**config.mk**
```make
export PLATFORM = sky130hd
export DESIGN_NAME = host_subsystem_control
export DESIGN_NICKNAME = d
export VERILOG_FILES = /design/src/hw/host_ctl_pkg.sv /design/src/hw/ctl_route.sv /design/src/hw/host_subsystem_control.sv
export SDC_FILE = /design/constraint.sdc
export NUM_CORES = 1
export LEC_CHECK = 0
export ABC_AREA = 1
export BUFFER_PORTS_ARGS = -buffer_cell sky130_fd_sc_hd__buf_2
export CORE_MARGIN = 2
export CORE_UTILIZATION = 45
export CTS_CLUSTER_DIAMETER = 30
export DETAILED_ROUTE_END_ITERATION = 12
export PLACE_DENSITY = 0.82
export SLEW_MARGIN = 10
export SYNTH_ARGS = -nofsm -noshare
export SYNTH_HDL_FRONTEND = slang
export SYNTH_SLANG_ARGS = --single-unit
```
**constraint.sdc**
```tcl
create_clock -name clk -period 1 [get_ports clk]
set_clock_uncertainty 0.15 [all_clocks]
set_input_delay 0.1 -clock clk [delete_from_list [all_inputs] [get_ports clk]]
set_output_delay 0.1 -clock clk [all_outputs]
set_load 0.05 [all_outputs]
```
**src/hw/host_ctl_pkg.sv**
```systemverilog
package host_ctl_pkg;

	// host register indices; reset control and error status share host word 0
	localparam logic [1:0] ADDR_RESET_CTL = 2'h0;
	localparam logic [1:0] ADDR_ERROR_STS = 2'h0;
	localparam logic [1:0] ADDR_ANALYSE_CTL = 2'h1;
	localparam logic [1:0] ADDR_IRQ_ENABLE = 2'h2;
	localparam logic [1:0] ADDR_IRQ_STATUS = 2'h3;

	localparam int DATA_W = 8;
	localparam int IRQ_N = 4;

	// field positions
	localparam int LATCH_BIT = 0;
	localparam int IRQ_TX_DONE = 0;
	localparam int IRQ_RX_DONE = 1;
	localparam int IRQ_FAULT = 2;
	localparam int IRQ_DMA_DONE = 3;

	// reset values
	localparam logic RESET_LATCH_RST = 1'b0;
	localparam logic ANALYSE_LATCH_RST = 1'b0;
	localparam logic [IRQ_N-1:0] IRQ_ENABLE_RST = 4'h0;
	localparam logic [IRQ_N-1:0] IRQ_PEND_RST = 4'h0;

	// board control source select
	typedef enum logic {
		SRC_UP = 1'b0,
		SRC_HOST = 1'b1
	} ctl_src_e;

endpackage

```
**src/hw/ctl_route.sv**
```systemverilog
`timescale 1ns/1ps
// one active-low control line: upstream or host latch, registered
module ctl_route
	import host_ctl_pkg::*;
(
	// clock and reset
	input wire logic clk,
	input wire logic rst,
	// sources
	input wire logic sel,
	input wire logic up_n,
	input wire logic host_n,
	// routed line
	output logic line_n
);

	typedef struct packed {
		logic line_n;
	} route_s;

	route_s st_r;
	route_s st_nxt;

	always_comb begin
		st_nxt = st_r;
		st_nxt.line_n = (ctl_src_e'(sel) == SRC_HOST) ? host_n : up_n;
	end

	// released while in reset: lines idle high
	always_ff @(posedge clk or posedge rst) begin
		if (rst) begin
			st_r <= '{line_n: 1'b1};
		end else begin
			st_r <= st_nxt;
		end
	end

	assign line_n = st_r.line_n;

endmodule // ctl_route

```
**src/hw/host_subsystem_control.sv**
```systemverilog
`timescale 1ns/1ps
//////////////////////////////////////////////////////////////////////////////
// Contract
// - host serial data path joins link zero of slot zero only.
// - two host latches drive reset and analyse lines; the error line is sensed, not latched.
// - reset and analyse latches sit at consecutive host addresses.
// - reset and analyse latches are write only; reads unsupported.
// - error status reads at the reset latch address; writes go to reset.
// - bit 0 one drives host reset low; zero releases it.
// - bit 0 one drives host analyse low; zero releases it.
// - error read bit 0 is one while fault line is low.
// - link adapter reset follows whichever source resets slot zero.
// - interrupt on completion of host to board transfer.
// - interrupt on completion of board to host transfer.
// - interrupt when the host fault line becomes asserted.
// - interrupt may also be raised at end of a dma cycle.
// - host writable enable bits select interrupting conditions.
// - readable status shows which condition is pending.
// - selector routes slot zero and down reset and analyse.
// - all control port reset, analyse and error lines active low.
module host_subsystem_control
	import host_ctl_pkg::*;
(
	// clock and reset
	input wire logic clk,
	input wire logic rst,
	// host register port
	input wire logic [1:0] host_addr,
	input wire logic host_wr,
	input wire logic host_rd,
	input wire logic [DATA_W-1:0] host_wdata,
	output logic [DATA_W-1:0] host_rdata,
	output logic host_irq,
	// link adapter events and serial link
	input wire logic link_tx_done,
	input wire logic link_rx_done,
	input wire logic dma_done,
	input wire logic host_link_out,
	output logic host_link_in,
	output logic link_adapter_reset_n,
	// slot zero link zero
	input wire logic slot0_link0_out,
	output logic slot0_link0_in,
	// host control port
	output logic host_ctl_reset_n,
	output logic host_ctl_halt_inspect_n,
	input wire logic host_ctl_fault_n,
	// upstream port and board control select
	input wire logic up_reset_n,
	input wire logic up_analyse_n,
	input wire logic board_sel,
	// slot zero and downstream port
	output logic slot0_reset_n,
	output logic slot0_analyse_n,
	output logic down_reset_n,
	output logic down_analyse_n
);

	//////////////////////////////////////////////////////////////////////////
	// state

	typedef struct packed {
		logic reset_lat;
		logic analyse_lat;
		logic [IRQ_N-1:0] irq_en;
		logic [IRQ_N-1:0] irq_pend;
		logic fault_prev;
		logic [DATA_W-1:0] rdata;
		logic to_slot;
		logic to_host;
	} ctl_s;

	ctl_s st_r;
	ctl_s st_nxt;

	logic [IRQ_N-1:0] irq_evt;
	logic [1:0] host_n;
	logic [1:0] up_n;
	logic [1:0] routed_n;

	function automatic logic hit(input logic [1:0] a, input logic [1:0] idx);
		hit = (a == idx);
	endfunction

	//////////////////////////////////////////////////////////////////////////
	// next state

	always_comb begin
		st_nxt = st_r;
		irq_evt = '0;
		irq_evt[IRQ_TX_DONE] = link_tx_done;
		irq_evt[IRQ_RX_DONE] = link_rx_done;
		// fault edge only, so a held fault cannot re-raise after acknowledge
		irq_evt[IRQ_FAULT] = st_r.fault_prev & ~host_ctl_fault_n;
		irq_evt[IRQ_DMA_DONE] = dma_done;
		st_nxt.fault_prev = host_ctl_fault_n;

		// link bits retimed once; adds one cycle of latency each way
		st_nxt.to_slot = host_link_out;
		st_nxt.to_host = slot0_link0_out;

		if (host_wr) begin
			if (hit(host_addr, ADDR_RESET_CTL)) begin
				st_nxt.reset_lat = host_wdata[LATCH_BIT];
			end
			if (hit(host_addr, ADDR_ANALYSE_CTL)) begin
				st_nxt.analyse_lat = host_wdata[LATCH_BIT];
			end
			if (hit(host_addr, ADDR_IRQ_ENABLE)) begin
				st_nxt.irq_en = host_wdata[IRQ_N-1:0];
			end
			if (hit(host_addr, ADDR_IRQ_STATUS)) begin
				// write one to acknowledge
				st_nxt.irq_pend = st_r.irq_pend & ~host_wdata[IRQ_N-1:0];
			end
		end
		// a new event beats a same-cycle acknowledge
		st_nxt.irq_pend = st_nxt.irq_pend | irq_evt;

		if (host_rd) begin
			st_nxt.rdata = '0;
			unique case (host_addr)
				ADDR_ERROR_STS: begin
					st_nxt.rdata[LATCH_BIT] = ~host_ctl_fault_n;
				end
				ADDR_ANALYSE_CTL: begin
					st_nxt.rdata = '0;
				end
				ADDR_IRQ_ENABLE: begin
					st_nxt.rdata[IRQ_N-1:0] = st_r.irq_en;
				end
				ADDR_IRQ_STATUS: begin
					st_nxt.rdata[IRQ_N-1:0] = st_r.irq_pend;
				end
			endcase
		end
	end

	always_ff @(posedge clk or posedge rst) begin
		if (rst) begin
			st_r <= '{
				reset_lat: RESET_LATCH_RST,
				analyse_lat: ANALYSE_LATCH_RST,
				irq_en: IRQ_ENABLE_RST,
				irq_pend: IRQ_PEND_RST,
				fault_prev: 1'b1,
				rdata: '0,
				to_slot: 1'b1,
				to_host: 1'b1
			};
		end else begin
			st_r <= st_nxt;
		end
	end

	//////////////////////////////////////////////////////////////////////////
	// control routing

	assign host_n = {~st_r.analyse_lat, ~st_r.reset_lat};
	assign up_n = {up_analyse_n, up_reset_n};

	// index 0 reset, index 1 analyse
	generate
		for (genvar i = 0; i < 2; i++) begin : g_route
			ctl_route u_route (
				.clk(clk),
				.rst(rst),
				.sel(board_sel),
				.up_n(up_n[i]),
				.host_n(host_n[i]),
				.line_n(routed_n[i])
			);
		end
	endgenerate

	//////////////////////////////////////////////////////////////////////////
	// outputs

	assign host_ctl_reset_n = ~st_r.reset_lat;
	assign host_ctl_halt_inspect_n = ~st_r.analyse_lat;
	assign slot0_reset_n = routed_n[0];
	assign down_reset_n = routed_n[0];
	assign slot0_analyse_n = routed_n[1];
	assign down_analyse_n = routed_n[1];
	assign link_adapter_reset_n = routed_n[0];
	assign host_rdata = st_r.rdata;
	assign host_irq = |(st_r.irq_pend & st_r.irq_en);
	assign slot0_link0_in = st_r.to_slot;
	assign host_link_in = st_r.to_host;

endmodule // host_subsystem_control

```
==> results of run 1 <==
-- power by group through the flow --
stage | clock network (mW) | logic [mW] | registers (mW)
final | 0.407 | 0.870 | 0.928
after global routing | 0.455 | 0.928 | 0.938
after CTS | 0.410 | 0.808 | 0.916
after detailed placement | 0 | 0.610 | 0.923
after global placement | 0 | 0.596 | 0.919
after floorplan | 0 | 0.455 | 0.974
-- repair_timing --
action	4_1_cts	5_1_grt
gates resized for setup	31	20
pin swaps	2	5
hold buffers	16	0
hold endpoints to repair	38	0
setup buffers	7	3
setup endpoints to repair	14	21
-- worst max path at each step --
stage,startpoint,cells past startpoint,endpoint
2_1_floorplan,st_r[14],2,host_irq
3_3_place_gp,g_route[0].u_route.line_n,1,down_reset_n
3_5_place_dp,g_route[0].u_route.line_n,1,link_adapter_reset_n
4_1_cts,g_route[0].u_route.line_n,1,link_adapter_reset_n
5_1_grt,g_route[0].u_route.line_n,1,down_reset_n
6_report,g_route[0].u_route.line_n,1,down_reset_n
-- synthesized netlist by cell type --
master   number  area share (%)
nand2_4       1             1.2
nand2_1      40              16
conb_1        1            0.41
nand3_1       4             2.2
inv_1        16             6.5
nor2_1        4             1.6
o21ai_2       4             3.8
nor2_4        1             1.2
dfstp_2       5              14
buf_4        11             9.0
o21ai_0       8             4.4
nand4_1       1            0.68
dfrtp_1      14              38
-- per-layer routing --
layer	share of wire [%]	up-vias
li1	-	435
met1	39	406
met2	55	27
met3	4.5	5
met4	1.9	0
met5	0	-
-- through the flow --
step,util [%],cell area [um2]
after floorplan,-,951
after global placement,56.1,1090
after detailed placement,56.1,1090
after CTS,73.5,1430
after global routing,76.2,1480
final,76.2,1480
-- registers in the layout, summed over array words and instances (netlist names) --
signal / flops
host_link_in: 1
slot0_link0_in: 1
st_r: 11
g_route.u_route.line_n: 2
host_rdata: 4
-- cell type report --
cell class                 count  area, um2
clock buffer                   3       22.5
fill                         150        463
clock inverter                 1       5.00
tap                           27       33.8
multi-input combinational     67        319
sequential                    19        485
timing repair buffer          62        553
inverter                      16       60.1
-- cell families (layout without fill, tap and decap cells) --
| family | after synthesis | count (layout) | synth area share, % |
|---|---|---|---|
| simple gates | 51 | 51 | 23.3 |
| other cells | 1 | 4 | 0.409 |
| flops | 19 | 19 | 52.5 |
| buf+inv | 27 | 82 | 15.6 |
| compound gates | 12 | 12 | 8.19 |
==> key figures, run 1 <==
Status
  • Status: finished with violations
  • Failing checks: setup timing

STA
  • Post-route minimum period: 1.38 ns
  • Max frequency: 723 MHz
  • Fin. max-slew vios: 0
  • Final worst slack: -0.383 ns
  • Fin. Hold Viols: 0
  • Setup TNS Final: -3.57 ns
  • RSZ-0062 raised after global routing: true
  • Final hold slack: about 0.0095 ns
  • Setup violators final: 15
  • Final worst path period share: 138%

Synthesis
  • Synthesis Warnings: 0
  • Cell Area, Synth: 917 um2
  • #FFs+latches synth: 19
  • Mapped Avg Cell Area: approximately 8.3 um2
  • Seq/Total Area, Yosys: 52.5%
  • Yosys cell types: 13
  • Post-Synthesis Cells: 110

Worst setup path
  • R2R Setup Slk: -0.05 ns
  • Critical-path top delay cell: dfstp_4
  • Buffers & Inverters on Critical Path: 1
  • Endpoint type of the worst setup path: output pin
  • Worst Setup Start Kind: register
  • Crit path DAT: 1.13 ns
  • CP required: 0.75 ns
  • Crit-path cells: buf_6
  • Origin of the critical flop-to-flop path: st_r[15]
  • CP Max Fanout: 3
  • Worst Path Class, Setup: register to output pin
  • R2R depth: 5
  • Crit Reg-Reg Endpoint: host_rdata[0]
  • Top cell family by delay on the critical path: flip-flops
  • CP max stage delay: 0.66 ns

Clock tree
  • CTS buffer count: 3
  • Root Buffer: clkbuf_4
  • Worst-path clk slew: about 0.12 ns
  • TritonCTS sink count: 19
  • Worst skew pair latency: 0.32 ns
  • CTS Buffer Depth: 2
  • CTS tree: built
  • CTS H-tree lvls: 1

Power and ir drop
  • Combinational Power Share: 39.4%
  • Sw frac: 37.0%
  • Part of the power in registers: 42.1%
  • Clk pwr share: 18.5%
  • P_int: between 1 and 1.5 mW
  • Peak supply drop: 1110 uV
  • Switching power of the nets: ~0.8 mW
  • Power Total: 2.20 mW
  • Power per cell area: 1490 mW/mm2
  • Pleak: around 0.79 nW

Finish
  • Commonest non-fill, non-tap cell in the layout: nand2_1
  • Fraction of layout cells with a size suffix above 1: 40.5%
  • Finished Layout Cells: approximately 200
  • Synth-to-Final Area Change: 61.3%
  • Most frequent cells in the layout: nand2_1 (36), buf_2 (17), dlygate4sd3_1 (16)
  • # diodes: 0
  • Fin nets: 192

GRT
  • First-pass GRT wire length: 3.69 mm
  • Initial antenna violation count: 0
  • Pin count of the biggest net entering global routing: 20
  • GR Util met3: under 10%
  • Busiest grt layer: met2
  • GRT Residual Overflow: 0
  • Grt met1 use: 19.3%
  • Global-route usage over all layers: between 20% and 30%
  • GRT met2 Usage: between 40% and 50%
  • Vias in the first global route: between 800 and 900

Detailed routing
  • Vias: ~870
  • Post-DRT Antenna Nets: 0
  • Vias per cell: 4.48
  • Average wire per standard cell: 11.6 um
  • Iter 0 DRT Violations: 12
  • Pre-Repair DR Iteration Count: 4
  • Final WL: 2.25 mm
  • DRC viols: 0

Hold path
  • Hold Crit Start: host_addr[0]
  • WHS Endpoint: st_r[20]
  • Worst hold path class: primary input to register
  • Hold path cells: 4

Floorplanning
  • Starting Density: a little under half
  • Die area: 0.00242 mm2
  • Core area: 0.00194 mm2
  • # IOs: 41
  • Core Rows: 16
  • Die span in y: 49.1 um
  • Die W: 49.1 um

Placement
  • DPL Wire Length: between 1 and 1.5 mm
  • Worst slack, placed: -0.101 ns
  • IO Port Bufs: 32
  • Gp weighted congestion: 0.787
  • Placed Instances: 167

Run
  • Max cap viols: 0
Note: power is estimated with default switching activity, not from simulation.
==> inputs of run 2 (changes only) <==
--- a/config.mk
+++ b/config.mk
@@ -7,11 +7,12 @@
 export LEC_CHECK = 0
 export ABC_AREA = 1
 export BUFFER_PORTS_ARGS = -buffer_cell sky130_fd_sc_hd__buf_2
+export CORE_ASPECT_RATIO = 1.75
 export CORE_MARGIN = 2
-export CORE_UTILIZATION = 45
+export CORE_UTILIZATION = 28
 export CTS_CLUSTER_DIAMETER = 30
 export DETAILED_ROUTE_END_ITERATION = 12
-export PLACE_DENSITY = 0.82
+export PLACE_DENSITY = 0.57
 export SLEW_MARGIN = 10
 export SYNTH_ARGS = -nofsm -noshare
 export SYNTH_HDL_FRONTEND = slang
==> run 2 against run 1 <==
Net effect: the run still ends with setup timing left; cell area up 3.4%; sequential power down 0.4%; worst hold slack better by 0.0018 ns; register-to-register slack better by 0.04 ns; clock power up 33%; power up 4.8%; largest power group unchanged.
==> key figures, run 2 (same netlist as run 1, synthesis figures left out) <==
Worst setup path
  • Worst Setup SP: g_route[0].u_route.line_n
  • Buffers & Inverters on Critical Path: 1
  • Worst Setup Start Kind: register
  • Crit path DAT: 1.06 ns
  • Worst Path Class, Setup: register to output pin
  • Crit-path cells: buf_6
  • Top cell family by delay on the critical path: flip-flops
  • CP Max Fanout: 3
  • CP required: 0.75 ns
  • CP max stage delay: 0.64 ns
  • Endpoint type of the worst setup path: output pin
  • Critical-path top delay cell: dfstp_4
  • R2R Setup Slk: -0.01 ns
  • Origin of the critical flop-to-flop path: st_r[11]

Status
  • Failing checks: setup timing
  • Status: finished with violations

STA
  • Fin. Hold Viols: 0
  • Final worst path period share: 131%
  • Final worst slack: -0.311 ns
  • Max frequency: 763 MHz
  • RSZ-0062 raised after global routing: true
  • Setup violators final: 15
  • Post-route minimum period: ~1.3 ns
  • Fin. max-slew vios: 0

Clock tree
  • Root Buffer: clkbuf_8
  • TritonCTS sink count: 19
  • Worst skew pair latency: roughly 0.26 ns
  • CTS H-tree lvls: 1
  • CTS tree: built
  • Worst-path clk slew: 0.07 ns
  • CTS Buffer Depth: 2
  • CTS buffer count: 3

Finish
  • Fin nets: 193
  • Synth-to-Final Area Change: 66.7%
  • Most frequent cells in the layout: nand2_1 (37), dlygate4sd3_1 (17), buf_2 (17)
  • Finished Layout Cells: 212
  • Fraction of layout cells with a size suffix above 1: between 40% and 50%
  • Final Cell Area: 0.00153 mm2
  • Register with the most flip-flops: st_r
  • # diodes: 0
  • Commonest non-fill, non-tap cell in the layout: nand2_1
  • Max reg flops: 11

GRT
  • GRT Residual Overflow: 0
  • Global-route usage over all layers: 13.2%
  • Vias in the first global route: 901
  • Pin count of the biggest net entering global routing: 12
  • Initial antenna violation count: 0
  • First-pass GRT wire length: 3.56 mm

Power and ir drop
  • Peak supply drop: 828 uV
  • Power per cell area: roughly 1500 mW/mm2
  • Pleak: 0.792 nW

Detailed routing
  • Vias: 873
  • DRC viols: 0
  • Pre-Repair DR Iteration Count: 4
  • Final WL: around 2.1 mm
  • Average wire per standard cell: about 10 um
  • Vias per cell: 4.12
  • Post-DRT Antenna Nets: 0
  • Iter 0 DRT Violations: 7

Hold path
  • Hold Crit Start: host_wdata[2]
  • Worst hold path class: primary input to register

Placement
  • DPL Wire Length: 1.52 mm
  • IO Port Bufs: 32
  • Placed Instances: 186
  • Gp weighted congestion: 0.777
  • DP Area: 0.00113 mm2

Floorplanning
  • Die W: 47.3 um
  • Core area: 0.00314 mm2
  • Core Rows: 27
  • Starting Density: 29.2%
  • Die span in y: 79.7 um
  • # IOs: 41
  • Die area: 0.00377 mm2

Run
  • Max cap viols: 0
-- run 2: changes by cell type in the layout (fill, tap and decap cells not counted), sizes merged --
cell	delta
clkinvlp	+1
inv	-1
dlygate4sd3	+1
-- run 2: timing repair --
item / in CTS / in global routing
buffers inserted: 4 / 3
hold buffers: 16 / 2
pin swaps: 0 / 6
endpoints found under the setup margin: 14 / 28
endpoints found under the hold margin: 35 / 1
gates resized for setup: 31 / 16
-- run 2: worst reg2reg max path, stage by stage, from the launching register on --
cell and delay (ns):
dfrtp_1 0.41, buf_6 0.13, nand3_2 0.06, nand2_1 0.05, nor2_1 0.08, nor2_1 0.04
-- run 2: where the power goes --
group	switching (mW)	internal [mW]	total [mW]
sequential	0.0593	0.865	0.924
combinational	0.483	0.360	0.843
clock	0.265	0.278	0.543
total	0.808	1.50	2.31
-- run 2: metal layers --
metal | up-vias | share of wire [%] | track usage (%) | wire length [um]
met5 | - | 0 | 0 | 0
met4 | 0 | 3.4 | 7.50 | 72
met3 | 7 | 2.7 | 2.04 | 57
met2 | 21 | 61 | 24.3 | 1290
met1 | 406 | 33 | 12.3 | 701
li1 | 439 | - | - | -
-- run 2: layout make-up --
type,instances,area [um2]
fillers,315,1610
repair buffers,63,563
flip-flops and latches,19,485
multi-input cells,67,317
inverters,16,63.8
well taps,43,53.8
clock buffers,3,41.3
clock inverters,1,5.00
-- run 2: final timing paths --
| kind | to | cells past startpoint |
|---|---|---|
| max | down_reset_n | 1 |
| min | st_r[13] | 4 |
| max reg2reg | host_rdata[0] | 5 |
| min reg2reg | host_rdata[3] | 2 |
| max in group asynchronous | st_r[16] | 4 |
| min in group asynchronous | st_r[11] | 3 |
-- run 2: stage by stage --
step                      TNS, ns  total power, mW  util, %  hold slack [ns]  setup WS (ns)
final                       -2.52             2.31     48.7           0.0113         -0.311
after global routing        -2.98             2.43     48.7           0.0486         -0.341
after CTS                   -2.58             2.29     46.7         0.000985         -0.315
after detailed placement   -0.379             1.55     36.0          -0.0588        -0.0971
after global placement     -0.301             1.53     36.0          -0.0706        -0.0959
after floorplan            -0.521             1.43        -           -0.103         -0.156
